--- config.mk ---
export PLATFORM = sky130hd
export DESIGN_NAME = qls_rx_striper
export DESIGN_NICKNAME = d
export VERILOG_FILES = /design/src/core/qls_pkg.sv /design/src/core/qls_stream_if.sv /design/src/core/qls_fifo.sv /design/src/core/qls_rx_striper.sv
export SDC_FILE = /design/constraint.sdc
export NUM_CORES = 2
export LEC_CHECK = 0
export ABC_AREA = 1
export BUFFER_PORTS_ARGS = -buffer_cell sky130_fd_sc_hd__buf_2
export CAP_MARGIN = 15
export CORE_MARGIN = 3
export CORE_UTILIZATION = 55
export CTS_BUF_LIST = sky130_fd_sc_hd__clkbuf_8
export CTS_CLUSTER_SIZE = 25
export DETAILED_ROUTE_END_ITERATION = 8
export PLACE_DENSITY = 0.71
export SETUP_SLACK_MARGIN = 0.4
export SYNTH_ARGS = -nofsm -noshare
export SYNTH_HDL_FRONTEND = slang
export SYNTH_SLANG_ARGS = --single-unit
export TNS_END_PERCENT = 50
--- constraint.sdc ---
create_clock -name clk -period 8.27 [get_ports clk]
set_input_delay 1.654 -clock clk [delete_from_list [all_inputs] [get_ports clk]]
set_output_delay 1.654 -clock clk [all_outputs]
set_load 0.02 [all_outputs]
--- src/core/qls_pkg.sv ---
// constants shared by the quad-channel receive striper and its fifo
// assumes a single 20 MHz system clock drives every consumer
package qls_pkg;

  ////////////////////////////////////////////////////////////////////////////
  // geometry of the striped link
  localparam int NUM_CHAN = 4;
  localparam int LANES_PER_CHAN = 4;
  localparam int NUM_LANES = NUM_CHAN * LANES_PER_CHAN;
  localparam int BYTE_BITS = 8;
  localparam int GROUP_BITS = LANES_PER_CHAN * BYTE_BITS;
  localparam int SAMPLE_BITS = 64;
  localparam int CHAN_SAMPLE_BITS = LANES_PER_CHAN * SAMPLE_BITS;
  localparam int FIFO_DEPTH = 8;

  ////////////////////////////////////////////////////////////////////////////
  // deskew reference frame: 4 framing bytes, 4 header bytes, 32 sample bytes
  localparam logic [5:0] HDR_GROUPS = 6'h08;
  localparam logic [5:0] FRAME_LAST = 6'h27;
  localparam logic [2:0] BYTE_LAST = 3'h7;
  // framing pattern value is arbitrary
  localparam logic [31:0] FRAME_WORD = 32'ha5c3_5a3c;
  localparam logic [31:0] HDR_WORD = 32'h0000_0000;

  ////////////////////////////////////////////////////////////////////////////
  // timing
  localparam int CLK_PERIOD_NS = 50;
  localparam int BIT_TIME_NS = 200;
  localparam int BIT_DIV = (BIT_TIME_NS / CLK_PERIOD_NS < 1) ? 1 :
                           BIT_TIME_NS / CLK_PERIOD_NS;

endpackage : qls_pkg

--- src/core/qls_stream_if.sv ---
// valid/ready carrier between the striper and its group fifo
// assumes both ends share one clock
`timescale 1ns/1ns
interface qls_stream_if #(parameter int W = 8) ();
  logic valid;
  logic ready;
  logic [W-1:0] data;
  modport source(output valid, output data, input ready);
  modport sink(input valid, input data, output ready);
endinterface : qls_stream_if

--- src/core/qls_fifo.sv ---
// group fifo: width and depth are parameters, registered flags
// assumes depth is a power of two so pointers wrap by themselves
`timescale 1ns/1ns
module qls_fifo import qls_pkg::*; #(
  parameter int W = 128,
  parameter int DEPTH = FIFO_DEPTH
) (
  // clock and reset
  input wire logic clk,
  input wire logic resetn,
  // streams
  qls_stream_if.sink fill,
  qls_stream_if.source drain
);
  localparam int AW = $clog2(DEPTH);
  localparam int CW = $clog2(DEPTH + 1);

  logic [W-1:0] mem_q [DEPTH];
  logic [AW-1:0] wr_ptr_q;
  logic [AW-1:0] rd_ptr_q;
  logic [CW-1:0] cnt_q;
  logic [CW-1:0] cnt_d;
  logic not_full_q;
  logic not_empty_q;
  logic push;
  logic pop;

  assign push = fill.valid && not_full_q;
  assign pop = drain.ready && not_empty_q;
  assign fill.ready = not_full_q;
  assign drain.valid = not_empty_q;
  assign drain.data = mem_q[rd_ptr_q];

  always_comb begin
    cnt_d = cnt_q;
    if (push && !pop) begin
      cnt_d = cnt_q + CW'(1);
    end else if (!push && pop) begin
      cnt_d = cnt_q - CW'(1);
    end
  end

  ////////////////////////////////////////////////////////////////////////////
  // storage, no reset needed
  always_ff @(posedge clk) begin
    if (push) begin
      mem_q[wr_ptr_q] <= fill.data;
    end
  end

  always_ff @(posedge clk or negedge resetn) begin
    if (!resetn) begin
      wr_ptr_q <= '0;
      rd_ptr_q <= '0;
      cnt_q <= '0;
      not_full_q <= 1'b1;
      not_empty_q <= 1'b0;
    end else begin
      if (push) begin
        wr_ptr_q <= wr_ptr_q + AW'(1);
      end
      if (pop) begin
        rd_ptr_q <= rd_ptr_q + AW'(1);
      end
      cnt_q <= cnt_d;
      not_full_q <= (cnt_d != CW'(DEPTH));
      not_empty_q <= (cnt_d != '0);
    end
  end
endmodule : qls_fifo

--- src/core/qls_rx_striper.sv ---
// quad-channel receive striper with per-channel deskew reference streams
// assumes inputs other than the reference synchronous to clk; lanes serial, one bit per bit tick
`timescale 1ns/1ns
module qls_rx_striper import qls_pkg::*; #(
  parameter int BIT_DIV_CYC = BIT_DIV,
  parameter logic [31:0] FRAME_PATTERN = FRAME_WORD
) (
  // clock and reset
  input wire logic clk,
  input wire logic resetn,
  // recovered stripe groups, channel n in bits 32n-1..32n-32
  input wire logic [NUM_CHAN*GROUP_BITS-1:0] group_data,
  input wire logic group_valid,
  output logic group_ready,
  // control
  input wire logic [NUM_CHAN-1:0] chan_signal_ok,
  input wire logic single_chan_mode,
  input wire logic ref_select,
  input wire logic inbound_frequency_reference,
  // striped lanes
  output logic [NUM_LANES-1:0] inbound_lanes,
  // forwarded data clocks
  output logic chan1_forwarded_clock,
  output logic chan2_forwarded_clock,
  output logic chan3_forwarded_clock,
  output logic chan4_forwarded_clock,
  // deskew reference streams
  output logic chan1_skew_reference,
  output logic chan2_skew_reference,
  output logic chan3_skew_reference,
  output logic chan4_skew_reference,
  // status lines
  output logic chan1_alarm_line,
  output logic chan2_alarm_line,
  output logic chan3_alarm_line,
  output logic chan4_alarm_line
);
  localparam int DW = NUM_CHAN * GROUP_BITS;
  localparam logic [63:0] HDR_BITS = {FRAME_PATTERN, HDR_WORD};

  ////////////////////////////////////////////////////////////////////////////
  // group fifo
  qls_stream_if #(.W(DW)) in_if ();
  qls_stream_if #(.W(DW)) out_if ();

  assign in_if.valid = group_valid;
  assign in_if.data = group_data;
  assign group_ready = in_if.ready;

  qls_fifo #(.W(DW), .DEPTH(FIFO_DEPTH)) u_fifo (
    .clk(clk),
    .resetn(resetn),
    .fill(in_if.sink),
    .drain(out_if.source)
  );

  ////////////////////////////////////////////////////////////////////////////
  // bit tick: internal divider or reference clock edges
  logic [7:0] div_q;
  logic div_tick;
  logic ref_s1_q;
  logic ref_s2_q;
  logic ref_s3_q;
  logic ref_edge;
  logic ref_pend_q;
  logic tick;

  assign div_tick = (div_q == 8'(BIT_DIV_CYC - 1));
  assign ref_edge = ref_s2_q ^ ref_s3_q;
  // a reference half period spans two bit times: two ticks per edge
  assign tick = ref_select ? (ref_edge | ref_pend_q) : div_tick;

  always_ff @(posedge clk or negedge resetn) begin
    if (!resetn) begin
      div_q <= 8'h00;
    end else if (div_tick) begin
      div_q <= 8'h00;
    end else begin
      div_q <= div_q + 8'h01;
    end
  end

  // reference input is free-running, so it gets a full synchroniser
  always_ff @(posedge clk or negedge resetn) begin
    if (!resetn) begin
      ref_s1_q <= 1'b0;
      ref_s2_q <= 1'b0;
      ref_s3_q <= 1'b0;
      ref_pend_q <= 1'b0;
    end else begin
      ref_s1_q <= inbound_frequency_reference;
      ref_s2_q <= ref_s1_q;
      ref_s3_q <= ref_s2_q;
      ref_pend_q <= ref_edge;
    end
  end

  ////////////////////////////////////////////////////////////////////////////
  // byte and frame position, shared by all channels
  logic [2:0] bit_idx_q;
  logic [5:0] grp_q;
  logic [5:0] grp_d;
  logic load;
  logic capture;
  logic starving_q;

  assign load = tick && (bit_idx_q == BYTE_LAST);
  assign out_if.ready = load;
  assign grp_d = (grp_q == FRAME_LAST) ? 6'h00 : grp_q + 6'h01;
  assign capture = load && (grp_d < HDR_GROUPS);

  always_ff @(posedge clk or negedge resetn) begin
    if (!resetn) begin
      bit_idx_q <= 3'h0;
      grp_q <= 6'h00;
    end else if (tick) begin
      bit_idx_q <= bit_idx_q + 3'h1;
      if (load) begin
        grp_q <= grp_d;
      end
    end
  end

  // an empty fifo at a group boundary means filler, not optical data
  always_ff @(posedge clk or negedge resetn) begin
    if (!resetn) begin
      starving_q <= 1'b1;
    end else if (load) begin
      starving_q <= !out_if.valid;
    end
  end

  ////////////////////////////////////////////////////////////////////////////
  // per-channel striping, deskew and status
  logic [GROUP_BITS-1:0] shift_q [NUM_CHAN];
  logic [CHAN_SAMPLE_BITS-1:0] samp_q [NUM_CHAN];
  logic [NUM_LANES-1:0] lane_q;
  logic [NUM_CHAN-1:0] fwd_clk_q;
  logic [NUM_CHAN-1:0] skew_q;
  logic [NUM_CHAN-1:0] alarm_q;

  for (genvar c = 0; c < NUM_CHAN; c++) begin : g_chan
    logic [GROUP_BITS-1:0] word;
    logic quiet;
    logic hdr_bit;
    logic [LANES_PER_CHAN-1:0] lane_c_q;

    assign word = out_if.valid ? out_if.data[c*GROUP_BITS +: GROUP_BITS]
                               : '0;
    // only channel 1 runs its clock and deskew in single mode
    assign quiet = single_chan_mode && (c != 0);
    assign hdr_bit = HDR_BITS[6'h3f - {grp_q[2:0], bit_idx_q}];
    // one process per channel slice keeps a single driver per lane bit
    assign lane_q[c*LANES_PER_CHAN +: LANES_PER_CHAN] = lane_c_q;

    // lane 4c+j takes byte j; group bit 1 sits in the msb
    always_ff @(posedge clk or negedge resetn) begin
      if (!resetn) begin
        shift_q[c] <= '0;
        lane_c_q <= '0;
      end else if (tick) begin
        for (int j = 0; j < LANES_PER_CHAN; j++) begin
          lane_c_q[j] <= shift_q[c][j*BYTE_BITS + 7];
        end
        if (load) begin
          shift_q[c] <= word;
        end else begin
          for (int j = 0; j < LANES_PER_CHAN; j++) begin
            shift_q[c][j*BYTE_BITS +: BYTE_BITS] <=
              {shift_q[c][j*BYTE_BITS +: 7], 1'b0};
          end
        end
      end
    end

    // samples fill during the header groups, drain during the rest
    always_ff @(posedge clk or negedge resetn) begin
      if (!resetn) begin
        samp_q[c] <= '0;
      end else if (capture) begin
        for (int j = 0; j < LANES_PER_CHAN; j++) begin
          samp_q[c][j*SAMPLE_BITS +: SAMPLE_BITS] <=
            {samp_q[c][j*SAMPLE_BITS +: 56],
             word[j*BYTE_BITS +: BYTE_BITS]};
        end
      end else if (tick && (grp_q >= HDR_GROUPS)) begin
        // lane 3 sample occupies the top, so it leaves first
        samp_q[c] <= {samp_q[c][CHAN_SAMPLE_BITS-2:0], 1'b0};
      end
    end

    always_ff @(posedge clk or negedge resetn) begin
      if (!resetn) begin
        skew_q[c] <= 1'b0;
      end else if (quiet) begin
        skew_q[c] <= 1'b0;
      end else if (tick) begin
        skew_q[c] <= (grp_q < HDR_GROUPS) ? hdr_bit
                                          : samp_q[c][CHAN_SAMPLE_BITS-1];
      end
    end

    // toggles every second bit tick: quarter bit rate, even duty
    always_ff @(posedge clk or negedge resetn) begin
      if (!resetn) begin
        fwd_clk_q[c] <= 1'b0;
      end else if (quiet) begin
        fwd_clk_q[c] <= 1'b0;
      end else if (tick && bit_idx_q[0]) begin
        fwd_clk_q[c] <= ~fwd_clk_q[c];
      end
    end

    // alarm is a level; downstream must resynchronise it
    always_ff @(posedge clk or negedge resetn) begin
      if (!resetn) begin
        alarm_q[c] <= 1'b1;
      end else begin
        alarm_q[c] <= !chan_signal_ok[c] || starving_q;
      end
    end
  end

  ////////////////////////////////////////////////////////////////////////////
  // outputs, all straight from flops
  assign inbound_lanes = lane_q;
  assign chan1_forwarded_clock = fwd_clk_q[0];
  assign chan2_forwarded_clock = fwd_clk_q[1];
  assign chan3_forwarded_clock = fwd_clk_q[2];
  assign chan4_forwarded_clock = fwd_clk_q[3];
  assign chan1_skew_reference = skew_q[0];
  assign chan2_skew_reference = skew_q[1];
  assign chan3_skew_reference = skew_q[2];
  assign chan4_skew_reference = skew_q[3];
  assign chan1_alarm_line = alarm_q[0];
  assign chan2_alarm_line = alarm_q[1];
  assign chan3_alarm_line = alarm_q[2];
  assign chan4_alarm_line = alarm_q[3];
endmodule : qls_rx_striper

Yosys cells after proc, flatten, opt, wreduce, memory -nomap -nowiden
Memory sizes are Yosys's and may differ from the RTL's.
Index checks and enable logic that the tools add are counted.
{ "totals": {"regBits": 1214, "word_cells": 125, "mem_bits_ro": 64, "output_inout_bits": 29, "memories": 2, "mem_bits_rw": 1024} }
{ "classes": {"add_sub_neg": 8, "reduce_logical": 24, "mux": 40, "eq_ne": 4, "bitwise": 6, "order_cmp": 4} }
{ "memory_table": {"columns": ["name", "depth", "word_bits", "rd", "rd_ports_with_merged_regs", "write_ports", "line", "text"], "rows": [
  ["u_fifo.mem_q", 8, 128, 1, 0, 1, "qls_fifo.sv:18", "logic [W-1:0] mem_q [DEPTH];"],
  ["(name not given)", 64, 1, 1, 0, 0, "qls_rx_striper.sv:152", "assign hdr_bit = HDR_BITS[6'h3f - {grp_q[2:0], bit_idx_q}];"]
]} }
{ "ops": {"columns": ["cell", "count"], "rows": [
  ["2-to-1 mux 256 bit", 8],
  ["2-to-1 mux 32 bit", 8],
  ["2-to-1 mux 1 bit", 20],
  ["less-than comparator 6 x 4 -> 1 bit (second input constant)", 2],
  ["adder 3 x 1 -> 3 bit (second input constant)", 3],
  ["adder 8 x 1 -> 8 bit (second input constant)", 1],
  ["equality test 8 x 2 -> 1 bit (second input constant)", 1],
  ["logical AND 1 bit", 8],
  ["2-to-1 mux 4 bit", 2],
  ["2-to-1 mux 8 bit", 1],
  ["logical NOT 1 bit", 7],
  ["less-than comparator 6 x 7 -> 1 bit (second input constant)", 1],
  ["adder 6 x 1 -> 6 bit (second input constant)", 1],
  ["equality test 6 bit (second input constant)", 1],
  ["greater-or-equal comparator 6 x 4 -> 1 bit (second input constant)", 1],
  ["2-to-1 mux 6 bit", 1],
  ["nonzero test 2 bit", 3],
  ["subtractor 6 bit (first input constant)", 1],
  ["adder 4 x 1 -> 4 bit (second input constant)", 1],
  ["logical OR 1 bit", 4],
  ["!= test 4 bit (second input constant)", 1],
  ["NOT 1 bit", 4],
  ["nonzero test 4 bit", 1],
  ["subtractor 4 x 1 -> 4 bit (second input constant)", 1],
  ["4 further kinds", 4]
]} }

Logic depth before layout (Yosys ltp)
{ "depth": {"word_depth": 9, "depth_mapped": 17, "depth_no_buf": 14} }

Modules after synthesis
From an unflattened synthesis, not the netlist that was laid out.
{ "unflattened": {"cells_unflattened": 12054, "area_unflattened_um2": 102004.1} }
{ "modules_own_cells": {"columns": ["module", "instances", "cells_each", "seq_area_each_um2", "area_per_inst_um2"], "rows": [
  ["qls_rx_striper", 1, 8818, 30085.1, 61421.4],
  ["qls_fifo", 1, 3236, 31051.0, 40582.7]
]} }

Worst setup path after synthesis
OpenSTA, ideal clock, no wires.
{ "synth_timing": {"path_kind": "input-to-reg", "start": "in group_valid", "end": "mem u_fifo.mem_q[0][0], enable pin", "cell_stages": 3, "setup_slack_ns": 0.268, "arrival_ns": 7.385, "path_cell_list": "nand2_1 -> or2_2 -> nor2_1"} }
{ "synth_between": {"elab_chain_len": 3} }
{ "synth_lines": {"columns": ["item", "line", "text"], "rows": [
  ["from (decl)", "qls_rx_striper.sv:13", "input wire logic group_valid,"],
  ["logical AND 1 bit", "qls_fifo.sv:28", "assign push = fill.valid && not_full_q;"],
  ["2-to-1 mux 1 bit", "qls_fifo.sv:46", "if (push) begin"],
  ["2-to-1 mux 1 bit (implied by the code)", "qls_fifo.sv:47", "mem_q[wr_ptr_q] <= fill.data;"],
  ["to (decl)", "qls_fifo.sv:18", null]
]} }
Every way passes these cells.

Final worst setup path
{ "layout_timing": {"start": "reg u_fifo.rd_ptr_q[0]", "end": "reg samp_q[193] (netlist bit)"} }
{ "layout_between": {"elab_chain_len": 3} }
{ "layout_lines": {"columns": ["item", "line", "text"], "rows": [
  ["from (decl)", "qls_fifo.sv:20", "logic [AW-1:0] rd_ptr_q;"],
  ["from (signal assigned)", "qls_fifo.sv:63", "rd_ptr_q <= rd_ptr_q + AW'(1);"],
  ["memory read (8 x 128 bit)", null, null],
  ["2-to-1 mux 32 bit", "qls_rx_striper.sv:148", "assign word = out_if.valid ? out_if.data[c*GROUP_BITS +: GROUP_BITS]"],
  ["2-to-1 mux 256 bit", "qls_rx_striper.sv:180", "end else if (capture) begin"],
  ["to (signal, indexed assignment)", "qls_rx_striper.sv:182", "samp_q[c][j*SAMPLE_BITS +: SAMPLE_BITS] <="],
  ["to (signal, indexed assignment)", "qls_rx_striper.sv:188", "samp_q[c] <= {samp_q[c][CHAN_SAMPLE_BITS-2:0], 1'b0};"],
  ["to (decl)", "qls_rx_striper.sv:136", "logic [CHAN_SAMPLE_BITS-1:0] samp_q [NUM_CHAN];"]
]} }
Every way passes these cells.
A chain may end at the register's enable or synchronous reset.

==> run summary <==
The flow ran to the end, and the final reports show no timing, DRC or antenna violations. The tightest min-delay check is of the reg2reg type. Of the total power, registers draw 0.453. In the final layout, the share of cells above drive strength 1 is 0.08053. For this design the ratio of total power to cell area is 282.5 mW/mm^2.

The flip-flop and latch area is 0.06115 sq mm. For this run, the register share of the synthesized area comes to 0.6271. The final routed DRC violation total came out at 0.

Averaged over all synthesized cells, the footprint is 9.391 sq um. The number of resized instances in the post-cts repair step came out at 0. The number of placed instances, taps included, is 12.23k.

Total power for the finished layout comes to about 0.03 W. The worst setup path is captured at a flip-flop. The half-perimeter wire length after placement is 131400 um. The detail-routed via count per cell is 5.479.

The core box area is roughly 0.17 sq mm. The total number of clock tree sinks is about 2.2k. The final number of hold-violating endpoints is 0. The number of antenna-violating nets in the routed design is 0. The combinational fraction of design power came out at 0.251. Across the VDD grid, the largest voltage drop is 0.3535 mV. The commonest register cell after synthesis is dfrtp_1. The final wirelength is roughly 230000 um. The number of hold buffers added after cts is 0. After the first detailed-routing iteration, the DRC count stood at 6868. The clock-pin slew on the worst setup and hold paths came out at 60 ps. The biggest area contributor in the post-synthesis netlist is edfxtp_1. The actual slew at the worst max-slew pin is 1197 ps.

The max-slew headroom at the worst pin came out at 0.2022. In this run the worst path has a maximum fanout of approximately 100. The maximum number of buffers from clock root to sink came out at 4. The top cell types in the final layout, fill and taps aside, are o21ai_0, nand2_1, nor2_1.

The final max-slew violation count came out at 0. The H-tree depth reported by CTS came out at 5. The area of the multi-input gates came out at 0.02958 sq mm. The utilization after layout came out at 0.6041. The combined area of all synthesized cells came out at roughly 0.097 sq mm. Of the total power, the share spent switching nets is 0.3528.

CTS placed an instance of clkbuf_8 at the clock tree root. The maximum clock frequency came out at 0.2366 GHz. The cell leakage power is 42.52 nW. The total number of vias is ~70k. The post-route non-filler standard cell count is 12.88k.

The TritonCTS clock tree is built. For this configuration, the core starts out at a cell density of 0.5572. Before antenna repair, the detailed router went through 6 iterations. The net count reported at finish is 10.43k. The via count of the first global-routing pass is around 66k.

The area growth from synthesis to layout is 8.410%. The largest net degree at the start of global routing is 303. The number of fill cells came out at 14.80k.

The die span in y is roughly 430 um. The worst setup path is launched from a flip-flop. The count of warnings emitted by yosys came out at 0. The data required time at the worst endpoint is 9260 ps.

The count of unique library cells instantiated by Yosys came out at 42. The part of the total power dissipated in the clock network came out at 0.296. In the global route stage, overall resource usage came out at 0.2500. The number of enable flip-flop cells after synthesis is 1024. The first global-routing pass estimated 363200 um of wire. The number of nets produced by synthesis is 10.53k. The number of CTS-inserted buffers is 369.

Counting flops with an async set or reset pin after synthesis yields a share of 0.5424. The switching component of the power is 0.01053 W. The worst-skew pair later-pin latency is about 1100 ps. Setup repair after global routing left no endpoint under its margin.

Buffers placed on the I/O ports in this run total 166. For the worst setup path, the data arrival time is 5210 ps. Setup violations remaining at the end of the flow were counted as 0. The die covers 0.1824 sq mm.

The count of standard-cell rows is 153. The internal power consumption came out at between 0.015 and 0.02 W. On the final layout, the worst clock skew is 61.96 ps. The slack of the worst reg-to-reg path came out at slightly above 4000 ps. The die is 427.0 um wide.

The worst hold-check slack is 368.6 ps. The minimum period implied by the final worst setup slack came out at 4226 ps. Ranked by total cell area, the synthesized netlist is headed by edfxtp_1, dfrtp_1, o21ai_0, nor2_1, nand2_1.

The number of antenna violations at the first check in global routing is 40. The final weighted congestion in routability-driven placement is 0.8074. The worst setup path is of the reg2reg kind.

The boundary pin count is 167. Leaving out fill and tap cells, the most frequent cell in the layout is o21ai_0. The max-cap check violation count is 0. After global routing the overflow that remains totals 0. The share of synthesized area in the top cell type comes to 0.3154. The flip-flop and latch count after synthesis is 2238.

The average wire per cell in the routed design came out at 17.81 um. The total setup buffers inserted after CTS came out at 0. The final worst-path cycle share came out at 0.5111.

The post-route setup TNS is 0 ps. The gate count of the mapped netlist came out at between 10k and 15k.
==> layer usage <==
layer  wire length, um  share of wire  up-vias  track usage
li1                  -              -    34330            -
met1            100500           0.44    33500       0.3523
met2            105300           0.46     2282       0.3905
met3             16800          0.073      436      0.04944
met4              6534          0.028       20      0.08546
met5               128        0.00056        -            0
==> cells in the mapped netlist, types with 5 or more instances <==
library cell  count
nor2_1         1656
nand2_1        1650
o21ai_0        1650
dfrtp_1        1208
edfxtp_1       1024
inv_1           891
a21oi_1         734
clkbuf_1        453
nand3_1         376
o22ai_1         262
buf_2           144
a21oi_2          99
buf_6            50
buf_4            41
buf_1            33
o311ai_0         13
xor2_1           13
o21a_1           10
ha_1              8
o211ai_1          7
dfstp_2           6
inv_2             5
nand4_1           5
==> cell type report <==
class / instances / area share
clock buffer: 419 / 0.05456
inverter: 900 / 0.03235
tap: 2325 / 0.02752
clock inverter: 202 / 0.008215
antenna: 24 / 0.0005682
timing repair buffer: 253 / 0.01840
sequential: 2238 / 0.5786
multi-input combinational: 6518 / 0.2798
==> critical path, stage by stage (launching register included) <==
cell and delay [ps]:
dfrtp_4 830, buf_4 680, buf_4 890, o21ai_0 220, o22ai_1 190, o21ai_0 90, nor2_1 880, o21ai_0 180
nand2_1 100
==> path summary, 6_finish.rpt <==
kind | startpoint | endpoint | depth (start not counted)
min | ref_s1_q$_DFF_PN0_ | ref_s2_q$_DFF_PN0_ | 0
min in group asynchronous | resetn | samp_q[1010]$_DFFE_PN0P_ | 1
min reg2reg | ref_s1_q$_DFF_PN0_ | ref_s2_q$_DFF_PN0_ | 0
max reg2reg | u_fifo.rd_ptr_q[0]$_DFFE_PN0P_ | samp_q[193]$_DFFE_PN0P_ | 8
max in group asynchronous | resetn | samp_q[250]$_DFFE_PN0P_ | 3
max | u_fifo.rd_ptr_q[0]$_DFFE_PN0P_ | samp_q[193]$_DFFE_PN0P_ | 8
==> sequential cells by signal, summed over array words and instances (netlist names), 3 cells and up <==
register / count
g_chan.lane_c_q: 16
u_fifo.cnt_q: 4
u_fifo.mem_q: 1024
div_q: 8
samp_q: 1024
u_fifo.wr_ptr_q: 3
shift_q: 128
u_fifo.rd_ptr_q: 3
bit_idx_q: 3
grp_q: 6
==> logic make-up (layout without fill, tap and decap cells) <==
group / count (synthesis) / in the layout / share of synthesized area
DFF: 2238 / 2238 / 0.6271
xor gates and xnor gates: 16 / 16 / 0.001437
AOI/OAI and AO/OA: 2792 / 2792 / 0.1518
adders and majority gates: 8 / 8 / 0.001027
buffers and inverters: 1626 / 1774 / 0.07058
and+or+nand+nor: 3702 / 3702 / 0.1481
other: 0 / 24 / 0
==> metrics by stage <==
step / instance area (sq um) / setup WS (ps)
floorplan: 97500 / 268.5
global placement: 98970 / 3212
detailed placement: 98970 / 3189
CTS: 105600 / 4062
global route: 105700 / 3762
finish: 105700 / 4044
==> power by group through the flow <==
stage / Sequential, W / Clock [W] / Combinational, W
5_1_grt: 0.0136 / 0.00955 / 0.00811
3_3_place_gp: 0.0137 / 0 / 0.00726
3_5_place_dp: 0.0137 / 0 / 0.00741
4_1_cts: 0.0135 / 0.00902 / 0.00743
6_report: 0.0135 / 0.00883 / 0.00751
2_1_floorplan: 0.0136 / 0 / 0.00430
Power figures use the tool's default switching activity.
